[src/verilog/ocs_cfg.svh]
// Purpose: constants for the operating-state controller
// Assumes: included by bare name in the controller and sequencer modules, not in the package
// Notes:   byte offsets on the Avalon-MM register port
`ifndef OCS_CFG_SVH
`define OCS_CFG_SVH
// register byte offsets
`define OCS_OFS_CMD      4'h0
`define OCS_OFS_CFG      4'h4
`define OCS_OFS_STATUS   4'h8
`define OCS_OFS_DSW      4'hC
// command register bits (write, self clearing)
`define OCS_CMD_HALT     0
`define OCS_CMD_WARM     1
`define OCS_CMD_COLD     2
// configuration register bits
`define OCS_CFG_REMOTE   0
`define OCS_CFG_STHALT   1
`define OCS_CFG_RECCOLD  2
`define OCS_CFG_W        3
`define OCS_CFG_RST      3'h0
// mode selector positions
`define OCS_SEL_HALT     2'h1
`define OCS_SEL_RUN      2'h2
`define OCS_SEL_RUNCLR   2'h3
// reported operating state codes
`define OCS_CODE_NR      2'h0
`define OCS_CODE_READY   2'h1
`define OCS_CODE_RUN     2'h2
// diagnostic status word bits
`define OCS_DSW_HWERR    0
`define OCS_DSW_PRGERR   1
`define OCS_DSW_NOPROG   2
`define OCS_DSW_TAB      3
// status register fields
`define OCS_STS_CODE     1:0
`define OCS_STS_NEEDCOLD 2
`define OCS_STS_BUSY     3
`define OCS_STS_FINISH   4
`endif

[src/verilog/ocs_pkg.sv]
// Purpose: types shared by the operating-state controller
// Assumes: ocs_cfg.svh holds the numbers
// Notes:   state codes are Gray along not ready, ready, start, run
package ocs_pkg;
  typedef enum logic [1:0] {
    OCS_NOTREADY = 2'h0,
    OCS_READY    = 2'h1,
    OCS_START    = 2'h3,
    OCS_RUN      = 2'h2
  } ocs_state_type;

  typedef enum logic [1:0] {
    OCS_MIDLE = 2'h0,
    OCS_MCOPY = 2'h1,
    OCS_MUPD  = 2'h3
  } ocs_mstate_type;

  // Avalon-MM request from the bus master
  typedef struct packed {
    logic        read;
    logic        write;
    logic [3:0]  address;
    logic [31:0] writedata;
  } ocs_avreq_type;

  // operator, power and fault events (synchronous to clk_sys)
  typedef struct packed {
    logic resetBtn;
    logic powerOn;
    logic cycleDone;
    logic hwError;
    logic progError;
    logic progLoaded;
    logic tabPulled;
    logic slaveMode;
    logic masterHalt;
    logic progXfer;
    logic moduleBoot;
  } ocs_evt_type;

  // program memory status from the memory module path
  typedef struct packed {
    logic progMatch;
    logic backupValid;
    logic ramValid;
    logic xferDone;
  } ocs_mem_type;
endpackage

[src/verilog/ocs_prog_mgr.sv]
// Purpose: compare, restore and refresh of the backup program
// Assumes: one start pulse at a time; xferDone ends any copy
// Notes:   a forced refresh of the module wins over restoring RAM
`timescale 1ns/1ps
`default_nettype none
`include "ocs_cfg.svh"
module ocs_prog_mgr (
  // clock and reset
  input  wire logic                clk_sys,
  input  wire logic                rstn,
  input  wire logic                clkEn,
  // control
  input  wire logic                start,
  input  wire logic                forceUpd,
  input  wire ocs_pkg::ocs_mem_type mem,
  // results
  output logic                     copyToRam,
  output logic                     copyToMod,
  output logic                     done
);
  typedef struct packed {
    ocs_pkg::ocs_mstate_type st;
    logic                    copyToRam;
    logic                    copyToMod;
    logic                    done;
  } ocs_mgr_type;

  ocs_mgr_type s_r;
  ocs_mgr_type s_nxt;

  // next-state logic of the copy sequencer
  always_comb begin
    s_nxt = s_r;
    s_nxt.done = 1'b0;
    case (s_r.st)
      ocs_pkg::OCS_MIDLE: begin
        if (start) begin
          if (!mem.progMatch && mem.backupValid && !forceUpd) begin
            s_nxt.st = ocs_pkg::OCS_MCOPY;
            s_nxt.copyToRam = 1'b1;
          end else if (mem.ramValid && (forceUpd || !mem.backupValid)) begin
            s_nxt.st = ocs_pkg::OCS_MUPD;
            s_nxt.copyToMod = 1'b1;
          end else begin
            s_nxt.done = 1'b1;
          end
        end
      end
      ocs_pkg::OCS_MCOPY,
      ocs_pkg::OCS_MUPD: begin
        if (mem.xferDone) begin
          s_nxt.st = ocs_pkg::OCS_MIDLE;
          s_nxt.copyToRam = 1'b0;
          s_nxt.copyToMod = 1'b0;
          s_nxt.done = 1'b1;
        end
      end
      default: begin
        s_nxt.st = ocs_pkg::OCS_MIDLE;
        s_nxt.copyToRam = 1'b0;
        s_nxt.copyToMod = 1'b0;
      end
    endcase
  end

  // state register; clock enable freezes it
  always_ff @(posedge clk_sys or negedge rstn) begin
    if (!rstn) begin
      s_r <= '{st: ocs_pkg::OCS_MIDLE, default: 1'b0};
    end else if (clkEn) begin
      s_r <= s_nxt;
    end
  end

  assign copyToRam = s_r.copyToRam;
  assign copyToMod = s_r.copyToMod;
  assign done      = s_r.done;
endmodule
`default_nettype wire

[src/verilog/ocs_state_machine.sv]
// Purpose: operating-state controller of a controller CPU
// Assumes: all inputs synchronous to clk_sys; events are one-cycle pulses
// Notes:   registers on Avalon-MM, one wait cycle per access
// How it works
// - exactly one of run, ready, not ready
// - ready: program held, outputs cleared, disabled
// - halt position: reset or power-on gives ready
// - remote slave follows master halt into ready
// - pulling module tab forces ready
// - run positions: reset or power-on gives run
// - register port answers in every state
// - missing program or errors force not ready
// - fault gone: reset, power, command leave
// - reset acknowledges diagnostic status word; here only from run outside halt, or from ready or not ready in halt
// - halt power cycle: finish cycle, keep not-ready
// - run position from not ready via ready
// - run power cycle: finish cycle, resume
// - position 3 power-on or reset: cold start
// - every start compares backup, restores RAM
// - new program, halt start condition: not ready
// - refresh defective module; refresh on transfer
// - cold start clears data, restarts program
// - cold start from ready, not ready; from run only by power-on in position 3
// - run position recovery may be cold start
// - new program needs cold start, no warm
// - run executes cyclically, not ready never
//
// The implementer's own choices: the address map and register access over Avalon-MM.
`timescale 1ns/1ps
`default_nettype none
`include "ocs_cfg.svh"
module ocs_state_machine #(
  parameter int DSW_W = 8
) (
  // clock and reset
  input  wire logic                  clk_sys,
  input  wire logic                  rstn,
  input  wire logic                  clkEn,
  // operator controls and events
  input  wire logic [1:0]            modeSel,
  input  wire ocs_pkg::ocs_evt_type  evt,
  input  wire ocs_pkg::ocs_mem_type  mem,
  // Avalon-MM slave
  input  wire ocs_pkg::ocs_avreq_type avReq,
  output logic [31:0]                readdata,
  output logic                       waitrequest,
  // controller outputs
  output logic [1:0]                 stateCode,
  output logic                       execEnable,
  output logic                       outputsEnable,
  output logic                       clearData,
  output logic                       restartTop,
  output logic                       copyToRam,
  output logic                       copyToMod,
  output logic [DSW_W-1:0]           dswWord
);
  initial begin
    if (DSW_W < 4 || DSW_W > 32) begin
      $error("DSW_W must lie between 4 and 32");
    end
  end

  typedef struct packed {
    ocs_pkg::ocs_state_type st;
    logic                   runTgt;     // start ends in run
    logic                   coldReq;    // start is a cold start
    logic                   needCold;   // new program not yet cold started
    logic                   newProg;    // program came by transfer or boot
    logic                   finishPend; // power cycle waits for cycle end
    logic                   finishRun;  // after finishing, resume run
    logic [DSW_W-1:0]       diagnostic_status_word;
    logic [`OCS_CFG_W-1:0]  cfg;
    logic [2:0]             cmd;
    logic                   waitR;
    logic [31:0]            rdata;
    logic [1:0]             code;
    logic                   execEn;
    logic                   outEn;
    logic                   clearData;
    logic                   restartTop;
    logic                   mgrStart;
    logic                   mgrForce;
    logic                   prevTab;
    logic                   prevMhalt;
  } ocs_top_type;

  ocs_top_type s_r;
  ocs_top_type s_nxt;
  logic        mgrDone;

  // backup program compare and refresh sequencer
  ocs_prog_mgr u_prog_mgr (
    .clk_sys   (clk_sys),
    .rstn      (rstn),
    .clkEn     (clkEn),
    .start     (s_r.mgrStart),
    .forceUpd  (s_r.mgrForce),
    .mem       (mem),
    .copyToRam (copyToRam),
    .copyToMod (copyToMod),
    .done      (mgrDone)
  );

  logic fault;
  logic tabEdge;
  logic mhaltEdge;
  logic busOk;
  logic isHalt;
  logic isRun;
  logic isClr;
  logic idleSt;

  // level faults are checked every cycle so they cannot be missed
  assign fault = evt.hwError | evt.progError | ~evt.progLoaded;
  assign tabEdge = evt.tabPulled & ~s_r.prevTab;
  assign mhaltEdge = evt.masterHalt & ~s_r.prevMhalt;
  assign busOk = (avReq.read | avReq.write) & ~s_r.waitR;
  assign isHalt = (modeSel == `OCS_SEL_HALT);
  assign isRun = (modeSel == `OCS_SEL_RUN);
  assign isClr = (modeSel == `OCS_SEL_RUNCLR);
  assign idleSt = (s_r.st == ocs_pkg::OCS_READY) ||
                  (s_r.st == ocs_pkg::OCS_NOTREADY);

  // one combinational process computes every next value
  always_comb begin
    logic goReady;
    logic goStart;
    logic stRun;
    logic stCold;
    logic ack;
    goReady = 1'b0;
    goStart = 1'b0;
    stRun = 1'b0;
    stCold = 1'b0;
    ack = 1'b0;
    s_nxt = s_r;
    s_nxt.clearData = 1'b0;
    s_nxt.restartTop = 1'b0;
    s_nxt.mgrStart = 1'b0;
    s_nxt.mgrForce = 1'b0;
    s_nxt.cmd = 3'h0;
    s_nxt.prevTab = evt.tabPulled;
    s_nxt.prevMhalt = evt.masterHalt;

    // reset button, by selector position and present state
    if (evt.resetBtn) begin
      if (isHalt) begin
        goReady = 1'b1;
        ack = idleSt;
      end else if (s_r.st == ocs_pkg::OCS_RUN) begin
        ack = 1'b1;
      end else if (idleSt) begin
        goStart = 1'b1;
        stRun = 1'b1;
        stCold = isClr | (s_r.st == ocs_pkg::OCS_NOTREADY &&
                 s_r.cfg[`OCS_CFG_RECCOLD]);
      end
    end

    // power-on: outside position 3 a running cycle is first finished
    if (evt.powerOn) begin
      if (isClr) begin
        goStart = 1'b1;
        stRun = 1'b1;
        stCold = 1'b1;
      end else if (s_r.st == ocs_pkg::OCS_RUN) begin
        s_nxt.finishPend = 1'b1;
        s_nxt.finishRun = isRun;
      end else if (s_r.st == ocs_pkg::OCS_READY) begin
        goStart = 1'b1;
        stRun = isRun;
      end else if (s_r.st == ocs_pkg::OCS_NOTREADY && isRun) begin
        goStart = 1'b1;
        stRun = 1'b1;
        stCold = s_r.cfg[`OCS_CFG_RECCOLD];
      end
    end

    // interrupted cycle done: resume run or fall to ready
    if (s_r.finishPend && evt.cycleDone) begin
      s_nxt.finishPend = 1'b0;
      goStart = 1'b1;
      stRun = s_r.finishRun;
    end

    // commands from the programming PC
    if (s_r.cmd[`OCS_CMD_HALT]) begin
      goReady = 1'b1;
    end
    if (s_r.cmd[`OCS_CMD_WARM] && idleSt) begin
      goStart = 1'b1;
      stRun = 1'b1;
    end
    if (s_r.cmd[`OCS_CMD_COLD] && idleSt) begin
      goStart = 1'b1;
      stRun = 1'b1;
      stCold = 1'b1;
    end

    // remote halt and module removal
    if (mhaltEdge && evt.slaveMode && s_r.cfg[`OCS_CFG_REMOTE]) begin
      goReady = 1'b1;
    end
    if (tabEdge) begin
      goReady = 1'b1;
    end

    // a new program forces a cold start; only a transfer also refreshes the module
    if (evt.progXfer || evt.moduleBoot) begin
      s_nxt.needCold = 1'b1;
      s_nxt.newProg = 1'b1;
    end
    if (evt.progXfer) begin
      s_nxt.mgrStart = 1'b1;
      s_nxt.mgrForce = 1'b1;
    end

    // state transitions; removal wins over starts
    case (s_r.st)
      ocs_pkg::OCS_START: begin
        if (mgrDone && !s_r.mgrStart) begin
          if (s_r.runTgt && s_r.coldReq) begin
            s_nxt.st = ocs_pkg::OCS_RUN;
            s_nxt.clearData = 1'b1;
            s_nxt.restartTop = 1'b1;
            // a program arriving in this very cycle still needs one
            s_nxt.needCold = evt.progXfer | evt.moduleBoot;
            s_nxt.newProg = evt.progXfer | evt.moduleBoot;
          end else if (s_r.runTgt && s_r.needCold) begin
            // warm resumption of a fresh program is refused
            s_nxt.st = (s_r.newProg && s_r.cfg[`OCS_CFG_STHALT]) ?
                       ocs_pkg::OCS_NOTREADY :
                       ocs_pkg::OCS_READY;
          end else if (s_r.runTgt) begin
            s_nxt.st = ocs_pkg::OCS_RUN;
          end else begin
            s_nxt.st = ocs_pkg::OCS_READY;
          end
        end
      end
      ocs_pkg::OCS_NOTREADY,
      ocs_pkg::OCS_READY,
      ocs_pkg::OCS_RUN: begin
        if (goReady) begin
          s_nxt.st = ocs_pkg::OCS_READY;
          s_nxt.finishPend = 1'b0;
        end else if (goStart) begin
          s_nxt.st = ocs_pkg::OCS_START;
          s_nxt.runTgt = stRun;
          s_nxt.coldReq = stCold;
          s_nxt.mgrStart = 1'b1;
          s_nxt.mgrForce = 1'b0;
        end
      end
      default: begin
        s_nxt.st = ocs_pkg::OCS_NOTREADY;
      end
    endcase

    // errors override any other transition of this cycle
    if (fault) begin
      s_nxt.st = ocs_pkg::OCS_NOTREADY;
      s_nxt.finishPend = 1'b0;
    end

    // diagnostic word: acknowledge clears, a new event still sets
    if (ack) begin
      s_nxt.diagnostic_status_word = '0;
    end
    if (busOk && avReq.write && avReq.address == `OCS_OFS_DSW) begin
      s_nxt.diagnostic_status_word = s_nxt.diagnostic_status_word & ~avReq.writedata[DSW_W-1:0];
    end
    if (evt.hwError) begin
      s_nxt.diagnostic_status_word[`OCS_DSW_HWERR] = 1'b1;
    end
    if (evt.progError) begin
      s_nxt.diagnostic_status_word[`OCS_DSW_PRGERR] = 1'b1;
    end
    if (!evt.progLoaded) begin
      s_nxt.diagnostic_status_word[`OCS_DSW_NOPROG] = 1'b1;
    end
    if (tabEdge) begin
      s_nxt.diagnostic_status_word[`OCS_DSW_TAB] = 1'b1;
    end

    // bus slave: one wait cycle, served regardless of state
    s_nxt.waitR = 1'b1;
    if ((avReq.read || avReq.write) && s_r.waitR) begin
      s_nxt.waitR = 1'b0;
    end
    if ((avReq.read || avReq.write) && s_r.waitR) begin
      case (avReq.address)
        `OCS_OFS_CFG: begin
          s_nxt.rdata = {{(32-`OCS_CFG_W){1'b0}}, s_r.cfg};
        end
        `OCS_OFS_STATUS: begin
          s_nxt.rdata = 32'h0;
          s_nxt.rdata[`OCS_STS_CODE] = s_r.code;
          s_nxt.rdata[`OCS_STS_NEEDCOLD] = s_r.needCold;
          s_nxt.rdata[`OCS_STS_BUSY] = (s_r.st == ocs_pkg::OCS_START);
          s_nxt.rdata[`OCS_STS_FINISH] = s_r.finishPend;
        end
        `OCS_OFS_DSW: begin
          s_nxt.rdata = 32'h0;
          s_nxt.rdata[DSW_W-1:0] = s_r.diagnostic_status_word;
        end
        default: begin
          s_nxt.rdata = 32'h0; // command and unmapped read zero
        end
      endcase
    end
    if (busOk && avReq.write) begin
      if (avReq.address == `OCS_OFS_CMD) begin
        s_nxt.cmd = avReq.writedata[2:0];
      end
      if (avReq.address == `OCS_OFS_CFG) begin
        s_nxt.cfg = avReq.writedata[`OCS_CFG_W-1:0];
      end
    end

    // outputs follow the next state; start reports as ready
    case (s_nxt.st)
      ocs_pkg::OCS_RUN: begin
        s_nxt.code = `OCS_CODE_RUN;
        s_nxt.execEn = 1'b1;
        s_nxt.outEn = 1'b1;
      end
      ocs_pkg::OCS_READY,
      ocs_pkg::OCS_START: begin
        s_nxt.code = `OCS_CODE_READY;
        s_nxt.execEn = 1'b0;
        s_nxt.outEn = 1'b0;
      end
      default: begin
        s_nxt.code = `OCS_CODE_NR;
        s_nxt.execEn = 1'b0;
        s_nxt.outEn = 1'b0;
      end
    endcase
  end

  // single state register; clock enable freezes everything
  always_ff @(posedge clk_sys or negedge rstn) begin
    if (!rstn) begin
      s_r <= '{st: ocs_pkg::OCS_NOTREADY, cfg: `OCS_CFG_RST,
               waitR: 1'b1, code: `OCS_CODE_NR, default: '0};
    end else if (clkEn) begin
      s_r <= s_nxt;
    end
  end

  // outputs straight from the state register
  assign readdata      = s_r.rdata;
  assign waitrequest   = s_r.waitR;
  assign stateCode     = s_r.code;
  assign execEnable    = s_r.execEn;
  assign outputsEnable = s_r.outEn;
  assign clearData     = s_r.clearData;
  assign restartTop    = s_r.restartTop;
  assign dswWord       = s_r.diagnostic_status_word;
endmodule
`default_nettype wire

[config.mk]
export PLATFORM = sky130hd
export DESIGN_NAME = ocs_state_machine
export DESIGN_NICKNAME = d
export VERILOG_FILES = /design/src/verilog/ocs_pkg.sv /design/src/verilog/ocs_prog_mgr.sv /design/src/verilog/ocs_state_machine.sv
export VERILOG_INCLUDE_DIRS = /design/src /design/src/verilog
export SDC_FILE = /design/constraint.sdc
export NUM_CORES = 1
export LEC_CHECK = 0
export ABC_CLOCK_PERIOD_IN_PS = 2300
export BUFFER_PORTS_ARGS = -buffer_cell sky130_fd_sc_hd__buf_2
export CAP_MARGIN = 0
export CORE_MARGIN = 2
export CORE_UTILIZATION = 30
export DETAILED_ROUTE_END_ITERATION = 12
export PLACE_DENSITY = 0.56
export RECOVER_POWER = 50
export SLEW_MARGIN = 40
export SYNTH_ARGS = -nofsm -noshare
export SYNTH_HDL_FRONTEND = slang
export SYNTH_SLANG_ARGS = --single-unit
[constraint.sdc]
create_clock -name clk_sys -period 2.3 [get_ports clk_sys]
set_input_delay 0.345 -clock clk_sys [delete_from_list [all_inputs] [get_ports clk_sys]]
set_output_delay 0.345 -clock clk_sys [all_outputs]
set_load 0.005 [all_outputs]
After elaboration in Yosys (flattened, before gate mapping). Index checks and enable logic that the tools add are counted.

Reduce and logical (&&, ||, !) cells: 38. Equal/unequal tests: 20. Bitwise operators: 16. Muxes and demuxes: 85.

Operators by type and width (count): $mux 1 (50); $mux 2 (23); $pmux 8 s3 (1); $logic_and 1x1->1 (17); $mux 8 (2); $pmux 4 s2 (2); $reduce_and 4->1 (4); $eq 2x2->1 const B (7); $mux 5 (2); $and 8x8->8 (1); $eq 2x1->1 const B (4); $eq 4x4->1 const B (2); $not 8->8 (1); $mux 3 (2); $ne 2x2->1 const B (3); $not 1->1 (6); $or 1x1->1 (5); $reduce_and 5->1 (1); $eq 4x3->1 const B (1); $logic_not 1->1 (4); $logic_not 2->1 (2); $logic_not 4->1 (1); $logic_or 1x1->1 (4); $mux 4 (1); 9 further kinds (13).

Output and inout port bits: 49. Register bits: 70. Input bits: 58. Word-level logic and storage cells: 184.

Depth between registers and ports, before layout. Gate-level depths: netlist of run 1.

Depth in word-level cells: 21. Depth in mapped cells: 6. Depth with buffers taken out: 5.

Hierarchy. Synthesis of run 1 repeated with hierarchy kept, for this count alone.

Cells, all modules: 264. Area total of the unflattened synthesis: 2538.7 um^2.

Modules (own cells, without submodules): ocs_state_machine (area each 2240.9 um^2, cells each 235, instances 1, seq. area each 927.1 um^2); ocs_prog_mgr (area each 297.8 um^2, cells each 29, instances 1, seq. area each 125.1 um^2).

Least setup slack after synthesis of run 1. OpenSTA, ideal clock, no wires.

Path type: reg-to-reg. Start point: register s_r[63] (netlist name). End point: register s_r[63] (netlist name). Setup time: 0.125 ns. Buffers on the path: 1. Cell stages (with the launch flop): 6. Path slack: 0.544 ns. Period minus slack after synthesis: 1.756 ns. Required time: 2.175 ns. Arrival: 1.631 ns. Cell sequence: dfrtp_1 clkbuf_1 o311ai_1 nand2_1 o31a_1 mux2_2.

Longest elaborated chain between the ends: 18. Elaborated cells on any way between the ends: 26. Classes of those cells: eq/ne: 3; mux: 17; reduce/logical: 6.

RTL lines: start: declaration (line ocs_state_machine.sv:87) `ocs_top_type s_r;`; start signal: assignment (line ocs_state_machine.sv:345) `` s_r <= '{st: ocs_pkg::OCS_NOTREADY, cfg: `OCS_CFG_RST, ``; start signal: assignment (line ocs_state_machine.sv:348) `s_r <= s_nxt;`; $eq 2x1->1 or $logic_not 2->1 (tied branches); $logic_or 1x1->1 (line ocs_state_machine.sv:121) `assign idleSt = (s_r.st == ocs_pkg::OCS_READY) ||`; $mux 1 (line ocs_state_machine.sv:152) `end else if (idleSt) begin`; $mux 1 (line ocs_state_machine.sv:150) `end else if (s_r.st == ocs_pkg::OCS_RUN) begin`; $mux 1 (line ocs_state_machine.sv:147) `if (isHalt) begin`; $mux 1 (line ocs_state_machine.sv:146) `if (evt.resetBtn) begin`; $mux 1 (line ocs_state_machine.sv:172) `end else if (s_r.st == ocs_pkg::OCS_NOTREADY && isRun) begin`; $mux 1 (line ocs_state_machine.sv:169) `end else if (s_r.st == ocs_pkg::OCS_READY) begin`; [2 not listed]; $mux 1 (line ocs_state_machine.sv:161) `if (evt.powerOn) begin`; $mux 1 (line ocs_state_machine.sv:180) `if (s_r.finishPend && evt.cycleDone) begin`; $mux 1 (line ocs_state_machine.sv:190) `` if (s_r.cmd[`OCS_CMD_WARM] && idleSt) begin ``; $mux 1 (line ocs_state_machine.sv:194) `` if (s_r.cmd[`OCS_CMD_COLD] && idleSt) begin ``; $mux 4 (line ocs_state_machine.sv:247) `end else if (goStart) begin`; $mux 2 (line ocs_state_machine.sv:244) `if (goReady) begin`; $pmux 2 s2 * (line ocs_state_machine.sv:219) `case (s_r.st)`; $mux 2 * (line ocs_state_machine.sv:261) `if (fault) begin`.

Every way passes the cells marked *; elsewhere a longest branch is shown, timed or not. A chain may end at the register's enable or synchronous reset.

Worst setup path after layout of run 1.
Start point: register s_r[46] (netlist name). End point: register s_r[62] (netlist name).

Longest elaborated chain between the ends: 5.

RTL lines: $logic_and 1x1->1 (line ocs_state_machine.sv:201) `` if (mhaltEdge && evt.slaveMode && s_r.cfg[`OCS_CFG_REMOTE]) begin ``; $mux 1 (line ocs_state_machine.sv:201); $mux 1 (line ocs_state_machine.sv:204) `if (tabEdge) begin`; $not 1->1 (no line); $reduce_and 4->1 (no line).

No other way between the ends.

==> impl_metrics.py, run 1 <==
metrics = {
    "power": {
        "p_leak_nw": 1.34,
        "max-vdd-ir-drop_mv": 0.371,
        "power_per_cell_area_nw_per_um2": 678,
    },
    "clock_tree": {
        "cts_hold_buffers": 0,
        "clk-insertion-delay-late_ps": 300,
        "clock_slew_at_reported_path_ffs_ps": 80,
        "cts.repair.resized": 0,
        "clock_path_buffers": 2,
        "cts_buffers": 5,
        "cts_num_sinks": 42,
        "cts.repair_timing.setup_buffer_count": 0,
        "clock-root-buffer": "sky130_fd_sc_hd__clkbuf_8",
        "cts_tree": "done",
        "cts_htree_levels": 2,
    },
    "drt": {
        "drt-initial-drc-count": 69,
        "drc": 0,
        "wl_per_cell_um": 14.2,
        "detail-route-antenna-nets": 0,
        "drt-total-wl_um": 5750,
        "vias_per_cell": 4.72,
        "detailroute.via_count": 1911,
        "detail_route.first_pass.iterations": 4,
    },
    "yosys": {
        "synth-xor-area-share_pct": 0,
        "compound_cell_area_share_of_the_yosys_netlist_pct": 20.1,
        "synthesis.instances": 258,
        "ys_warn_count": 0,
        "ys_types": 49,
        "synth_simple_gate_area_share_pct": 14.2,
        "syn-cell-area_um2": 2440,
        "synth-edff-count": 0,
        "synth-adder-area-share_pct": 0,
        "yosysSeqAreaShare_pct": 43.2,
        "yosys_register_bits": 42,
        "combinational_family_with_the_most_area_after_synthesis": "compound AO/OA/AOI/OAI gates",
        "synth.avg_cell_area_um2": 9.45,
        "async_flop_share_pct": 100,
        "ys_dominant_reg_cell": "sky130_fd_sc_hd__dfrtp_1",
        "synth_mux_area_share_pct": 5.95,
    },
    "worst_setup_path": {
        "setup.worst_path.start_class": "register",
        "critPathKind": "register to register",
        "cp_data_arrival_time_ps": 2140,
        "setup.worst_path.end_class": "register",
        "crit_required_ps": 2480,
        "worst-path-max-fanout": 5,
    },
    "global_route": {
        "grt_pass1_vias": 1866,
        "grt_start_max_net_pins": 24,
        "wire_length_of_the_first_global_routing_pass_um": 9230,
        "globalRoute.totalOverflow": 0,
        "antenna_found_initial": 0,
        "grt.total_usage_pct": 13.5,
    },
    "placed_design": {
        "post-dp-hpwl_um": 4520,
        "port_buffer_cells": 58,
        "placedInstanceArea_um2": 2640,
        "gpl_congestion": 0.824,
    },
    "sta": {
        "finalCriticalPeriod_ps": 1950,
        "slew_headroom_pct": 14.2,
        "timing.hold.ws_ps": 251,
        "maxClockFrequency_ghz": 0.512,
        "count_of_endpoints_failing_hold_in_the_final_timing_report": 0,
        "rsz0062_at_grt": "false",
        "ratio_of_final_minimum_period_to_clock_period_pct": 85.0,
        "maxSlewViolCount": 0,
        "report.final.setup_viol": 0,
        "clock-skew-final_ps": 7.32,
        "setup-tns-final_ps": 0,
        "tightest_slew_ps": 1290,
    },
    "finish": {
        "layout-drive-gt1-share_pct": 26.7,
        "utilization_of_the_core_after_routing_pct": 35.1,
        "antenna-diode-count": 0,
        "areaGrowthSynthToFinish_pct": 12.3,
        "layout.cell_area.non_filler_um2": 2740,
        "final.fill_count": 834,
        "top_library_cells_by_usage_in_the_layout_fill_and_taps_aside": "52 x sky130_fd_sc_hd__buf_2, 41 x sky130_fd_sc_hd__dfrtp_1, 34 x sky130_fd_sc_hd__nand2_1, 24 x sky130_fd_sc_hd__conb_1, 14 x sky130_fd_sc_hd__o21ai_0",
        "mostFrequentLayoutCell": "sky130_fd_sc_hd__buf_2",
        "number_of_nets_in_the_final_layout": 360,
    },
    "status": {
        "run_status": "complete, no violations",
    },
    "die": {
        "fp.dieArea_um2": 8870,
        "fp.dieW_um": 94.2,
        "core_area_um2": 7810,
        "fp.dieH_um": 94.2,
        "rows": 32,
        "num_io_pins": 107,
        "floorplan.initialDensity_pct": 31.2,
    },
    "hold_path": {
        "timing.hold.worst.class": "input pin to register",
    },
    "flow_run": {
        "cap_viol_max_count": 0,
    },
}
[layer usage]
metal	global-route usage (%)	vias up	routed length [µm]	share of wire [%]
li1	-	929	-	-
met1	18.5	917	2680	47
met2	21.5	61	2660	46
met3	2.81	4	371	6.5
met4	3.99	0	46	0.80
met5	0	-	0	0
[cell usage after synthesis (5+ instances only)]
master                      n  share of area [%]
sky130_fd_sc_hd__buf_4     44                 14
sky130_fd_sc_hd__dfrtp_1   41                 42
sky130_fd_sc_hd__nand2_1   34                5.2
sky130_fd_sc_hd__o21ai_0   14                2.9
sky130_fd_sc_hd__inv_1     11                1.7
sky130_fd_sc_hd__nor2_1    11                1.7
sky130_fd_sc_hd__mux2_2    10                4.6
sky130_fd_sc_hd__a21oi_1    9                1.8
sky130_fd_sc_hd__clkbuf_1   7                1.1
sky130_fd_sc_hd__a22o_1     6                2.2
sky130_fd_sc_hd__nand2b_1   6                1.5
sky130_fd_sc_hd__a21boi_0   5                1.5
[area by class of cell]
cell class	count	area [µm²]	area share [%]
tap	102	128	4.66
sequential	42	1050	38.4
inverter	11	41.3	1.51
clock buffer	5	68.8	2.51
timing repair buffer	66	335	12.2
clock inverter	3	43.8	1.60
multi-input combinational	176	1070	39.1
[cell families after synthesis]
group | count (synthesis)
simple gates | 72
compound gates | 67
buf+inv | 63
flops | 42
mux | 13
other cells | 1
[critical path: stages, from the launching register on]
cell and delay, ps:
sky130_fd_sc_hd__dfrtp_1 430, sky130_fd_sc_hd__and4b_1 210, sky130_fd_sc_hd__a2111o_1 460, sky130_fd_sc_hd__a221oi_2 280, sky130_fd_sc_hd__nand2_1 130, sky130_fd_sc_hd__mux2_1 320
[power breakdown]
group	switching [mW]	total, mW	internal (mW)
combinational	0.184	0.349	0.165
sequential	0.0829	0.910	0.827
clock	0.273	0.598	0.325
total	0.540	1.86	1.32
[flip-flops by register name, indices dropped and copies added, names as in the netlist]
register	count
u_prog_mgr.copyToRam	1
waitrequest	1
u_prog_mgr.done	1
u_prog_mgr.s_r	2
clearData	1
dswWord	8
readdata	8
u_prog_mgr.copyToMod	1
stateCode	1
s_r	18
[stage by stage]
step	setup slack [ps]	total power [mW]	std cells
finish	346	1.86	405
global route	231	1.97	405
CTS	331	1.88	405
detailed placement	273	1.28	397
global placement	299	1.27	397
floorplan	544	1.17	281
[path summary, 6_finish.rpt]
path / start / end / slack, ps / cells after the start
min in group asynchronous: rstn / stateCode[1] / 300 / 1
hold / removal: evt[5] / dswWord[2] / 250 / 2
max in group asynchronous: rstn / s_r[62] / 850 / 2
setup reg to reg: s_r[46] / s_r[62] / 350 / 5
setup / recovery: s_r[46] / s_r[62] / 350 / 5
hold reg to reg: readdata[1] / readdata[1] / 480 / 2
Note: power is estimated with default switching activity, not from simulation.
==> inputs of run 2 (changes only) <==
--- a/config.mk
+++ b/config.mk
@@ -6,7 +6,7 @@
 export SDC_FILE = /design/constraint.sdc
 export NUM_CORES = 1
 export LEC_CHECK = 0
-export ABC_CLOCK_PERIOD_IN_PS = 2300
+export ABC_CLOCK_PERIOD_IN_PS = 1800
 export BUFFER_PORTS_ARGS = -buffer_cell sky130_fd_sc_hd__buf_2
 export CAP_MARGIN = 0
 export CORE_MARGIN = 2
==> constraint.sdc (replaced) <==
create_clock -name clk_sys -period 1.8 [get_ports clk_sys]
set_input_delay 0.27 -clock clk_sys [delete_from_list [all_inputs] [get_ports clk_sys]]
set_output_delay 0.27 -clock clk_sys [all_outputs]
set_load 0.005 [all_outputs]
==> run 2 against run 1 <==
Against the previous run: final cell count increased by 2.7%; highest routed layer unchanged; final area increased by 3.8%; via count increased by 0.84%; combinational power increased by 44%; clock power increased by 1%; first-iteration DRC count decreased by 29%; largest cell class unchanged; critical path depth unchanged; setup slack got worse by 340 ps; sequential power increased by 27%.
==> impl_metrics.py, run 2 (synthesis gave the netlist of run 1 again) <==
metrics = {
    "clock_tree": {
        "clock-root-buffer": "sky130_fd_sc_hd__clkbuf_8",
        "cts_hold_buffers": 0,
        "clock_slew_at_reported_path_ffs_ps": 80,
        "clk-insertion-delay-late_ps": 290,
        "cts_htree_levels": 2,
        "cts_tree": "done",
        "clock_path_buffers": 2,
        "cts_num_sinks": 42,
        "cts_buffers": 5,
    },
    "worst_setup_path": {
        "setup.worst_path.start_class": "register",
        "crit_slowest_cell": "sky130_fd_sc_hd__dfrtp_1",
        "timing.critical_path.slowest_cell_delay_ps": 410,
        "cell_depth_of_the_worst_flop_to_flop_path": 5,
        "critPathKind": "register to register",
        "worst-path-max-fanout": 3,
        "critical_path.cell_chain": "nand2b_4, o311a_4, a221oi_4, nand2_2, mux2_4",
        "worst_r2r_endpoint": "s_r[62]",
        "setup.worst_path.end_class": "register",
        "cp_data_arrival_time_ps": 1970,
        "worst-path-buf-inv": 0,
        "r2r_slack_ps": 5,
        "worst_path_dominant_cell_family": "compound AO/OA/AOI/OAI gates",
        "crit_required_ps": 1980,
        "rr_startpoint": "s_r[64]",
    },
    "finish": {
        "largest_register_by_flop_count": "s_r",
        "areaGrowthSynthToFinish_pct": 16.6,
        "layout-drive-gt1-share_pct": 32.5,
        "antenna-diode-count": 0,
        "final_cell_count_no_fill": 416,
        "mostFrequentLayoutCell": "sky130_fd_sc_hd__buf_2",
        "number_of_nets_in_the_final_layout": 371,
        "final.fill_count": 813,
        "flip_flop_count_of_the_largest_register_all_copies_and_words_added": 18,
        "top_library_cells_by_usage_in_the_layout_fill_and_taps_aside": "56 x sky130_fd_sc_hd__buf_2, 41 x sky130_fd_sc_hd__dfrtp_1, 33 x sky130_fd_sc_hd__nand2_1, 24 x sky130_fd_sc_hd__conb_1, 17 x sky130_fd_sc_hd__buf_4",
    },
    "die": {
        "rows": 32,
        "fp.dieW_um": 94.2,
        "floorplan.initialDensity_pct": 31.2,
        "fp.dieH_um": 94.2,
        "num_io_pins": 107,
        "core_area_um2": 7810,
        "fp.dieArea_um2": 8870,
    },
    "power": {
        "seq_power_share_pct": 51.1,
        "total_switching_power_mw": 0.687,
        "power.share.clock_pct": 26.7,
        "p_int_mw": 1.59,
        "max-vdd-ir-drop_mv": 0.395,
        "combinational_power_share_pct": 22.2,
        "power_per_cell_area_nw_per_um2": 799,
        "netSwitchingFraction_pct": 30.2,
        "p_leak_nw": 1.42,
    },
    "sta": {
        "clock-skew-final_ps": 7.76,
        "count_of_endpoints_failing_hold_in_the_final_timing_report": 0,
        "finalCriticalPeriod_ps": 1800,
        "report.final.setup_viol": 0,
        "rsz0062_at_grt": "true",
        "timing.hold.ws_ps": 184,
        "tightest_slew_ps": 1080,
        "slew_headroom_pct": 27.9,
        "ratio_of_final_minimum_period_to_clock_period_pct": 99.7,
        "maxSlewViolCount": 0,
        "maxClockFrequency_ghz": 0.557,
    },
    "hold_path": {
        "timing.hold.worst.class": "input pin to register",
        "worstHoldEndpoint": "dswWord[2]",
        "min_delay_path_depth": 2,
        "hp-start": "evt[5]",
    },
    "global_route": {
        "met1_usage_pct": 19.2,
        "use_met2_pct": 20.5,
        "grt-busiest-layer": "met2",
        "grt_pass1_vias": 1813,
        "grt.total_usage_pct": 13.7,
        "antenna_found_initial": 0,
        "grt_start_max_net_pins": 43,
        "globalRoute.totalOverflow": 0,
        "grt_use_met3_pct": 2.81,
        "wire_length_of_the_first_global_routing_pass_um": 9170,
    },
    "flow_run": {
        "cap_viol_max_count": 0,
    },
    "drt": {
        "wl_per_cell_um": 14.1,
        "detail-route-antenna-nets": 0,
        "drt-total-wl_um": 5850,
        "vias_per_cell": 4.63,
        "detail_route.first_pass.iterations": 4,
        "detailroute.via_count": 1927,
        "drt-initial-drc-count": 49,
        "drc": 0,
    },
    "placed_design": {
        "gpl_congestion": 0.770,
        "post-dp-hpwl_um": 4430,
        "port_buffer_cells": 58,
        "place.detailed.instances": 405,
    },
    "status": {
        "run_status": "complete, no violations",
    },
}
[run 2: cell count changes in the layout (fill, tap and decap cells not counted), moves of 2 or more]
cell,before,now
sky130_fd_sc_hd__buf_2,52,56
sky130_fd_sc_hd__mux2_4,0,2
sky130_fd_sc_hd__mux2_1,2,0
sky130_fd_sc_hd__clkbuf_1,8,4
sky130_fd_sc_hd__buf_4,6,17
[run 2: final cells by class]
cell class / count / area, µm² / share of cell area (%)
clock inverter: 2 / 13.8 / 0.484
sequential: 42 / 1050 / 37.0
timing repair buffer: 77 / 424 / 14.9
multi-input combinational: 176 / 1110 / 39.1
tap: 102 / 128 / 4.49
clock buffer: 6 / 72.6 / 2.55
inverter: 11 / 41.3 / 1.45
[run 2: power by group through the flow]
| stage | registers (mW) | logic, mW | clock network [mW] |
|---|---|---|---|
| after floorplan | 1.15 | 0.341 | 0 |
| after global placement | 1.18 | 0.470 | 0 |
| after detailed placement | 1.18 | 0.480 | 0 |
| after CTS | 1.16 | 0.487 | 0.634 |
| after global routing | 1.18 | 0.568 | 0.679 |
| final | 1.16 | 0.504 | 0.606 |
[run 2: stage by stage]
stage	instance area (µm²)	setup slack, ps	total power [mW]	TNS, ps	utilization, %
2_1_floorplan	2520	44.4	1.49	0	-
3_3_place_gp	2700	9.05	1.65	0	34.6
3_5_place_dp	2700	-3.66	1.66	-5.40	34.6
4_1_cts	2800	4.19	2.28	0	35.8
5_1_grt	2840	-46.5	2.43	-95.8	36.4
6_report	2840	4.68	2.27	0	36.4
[run 2: metal layers]
metal	up-vias	routed length, µm	part of all wire, %
met5	-	0	0
met2	62	2600	44
met4	0	120	2.1
met3	10	330	5.6
met1	902	2800	48
li1	953	-	-
[run 2: worst reg2reg max path: cells and delay by family, from the launching register on]
family           cells  cell delay, ps
AO/OA/AOI/OAI        2             690
flip-flops           1             410
multiplexers         1             310
AND/OR/NAND/NOR      2             280
[run 2: repair_timing]
item                                    CTS  global route
hold endpoints to repair                  0             0
gates resized for setup                   0             7
endpoints found under the setup margin    3             3
buffers inserted                          1             2
pin swaps                                 2             3
[run 2: worst max-delay path by stage]
stage	endpoint	slack, ps	depth (start not counted)	startpoint
2_1_floorplan	s_r[63]	40	5	s_r[63]
3_3_place_gp	s_r[61]	9	6	modeSel[0]
3_5_place_dp	s_r[62]	-4	5	s_r[46]
4_1_cts	s_r[62]	4	5	s_r[64]
5_1_grt	s_r[62]	-50	5	s_r[64]
6_report	s_r[62]	5	5	s_r[64]
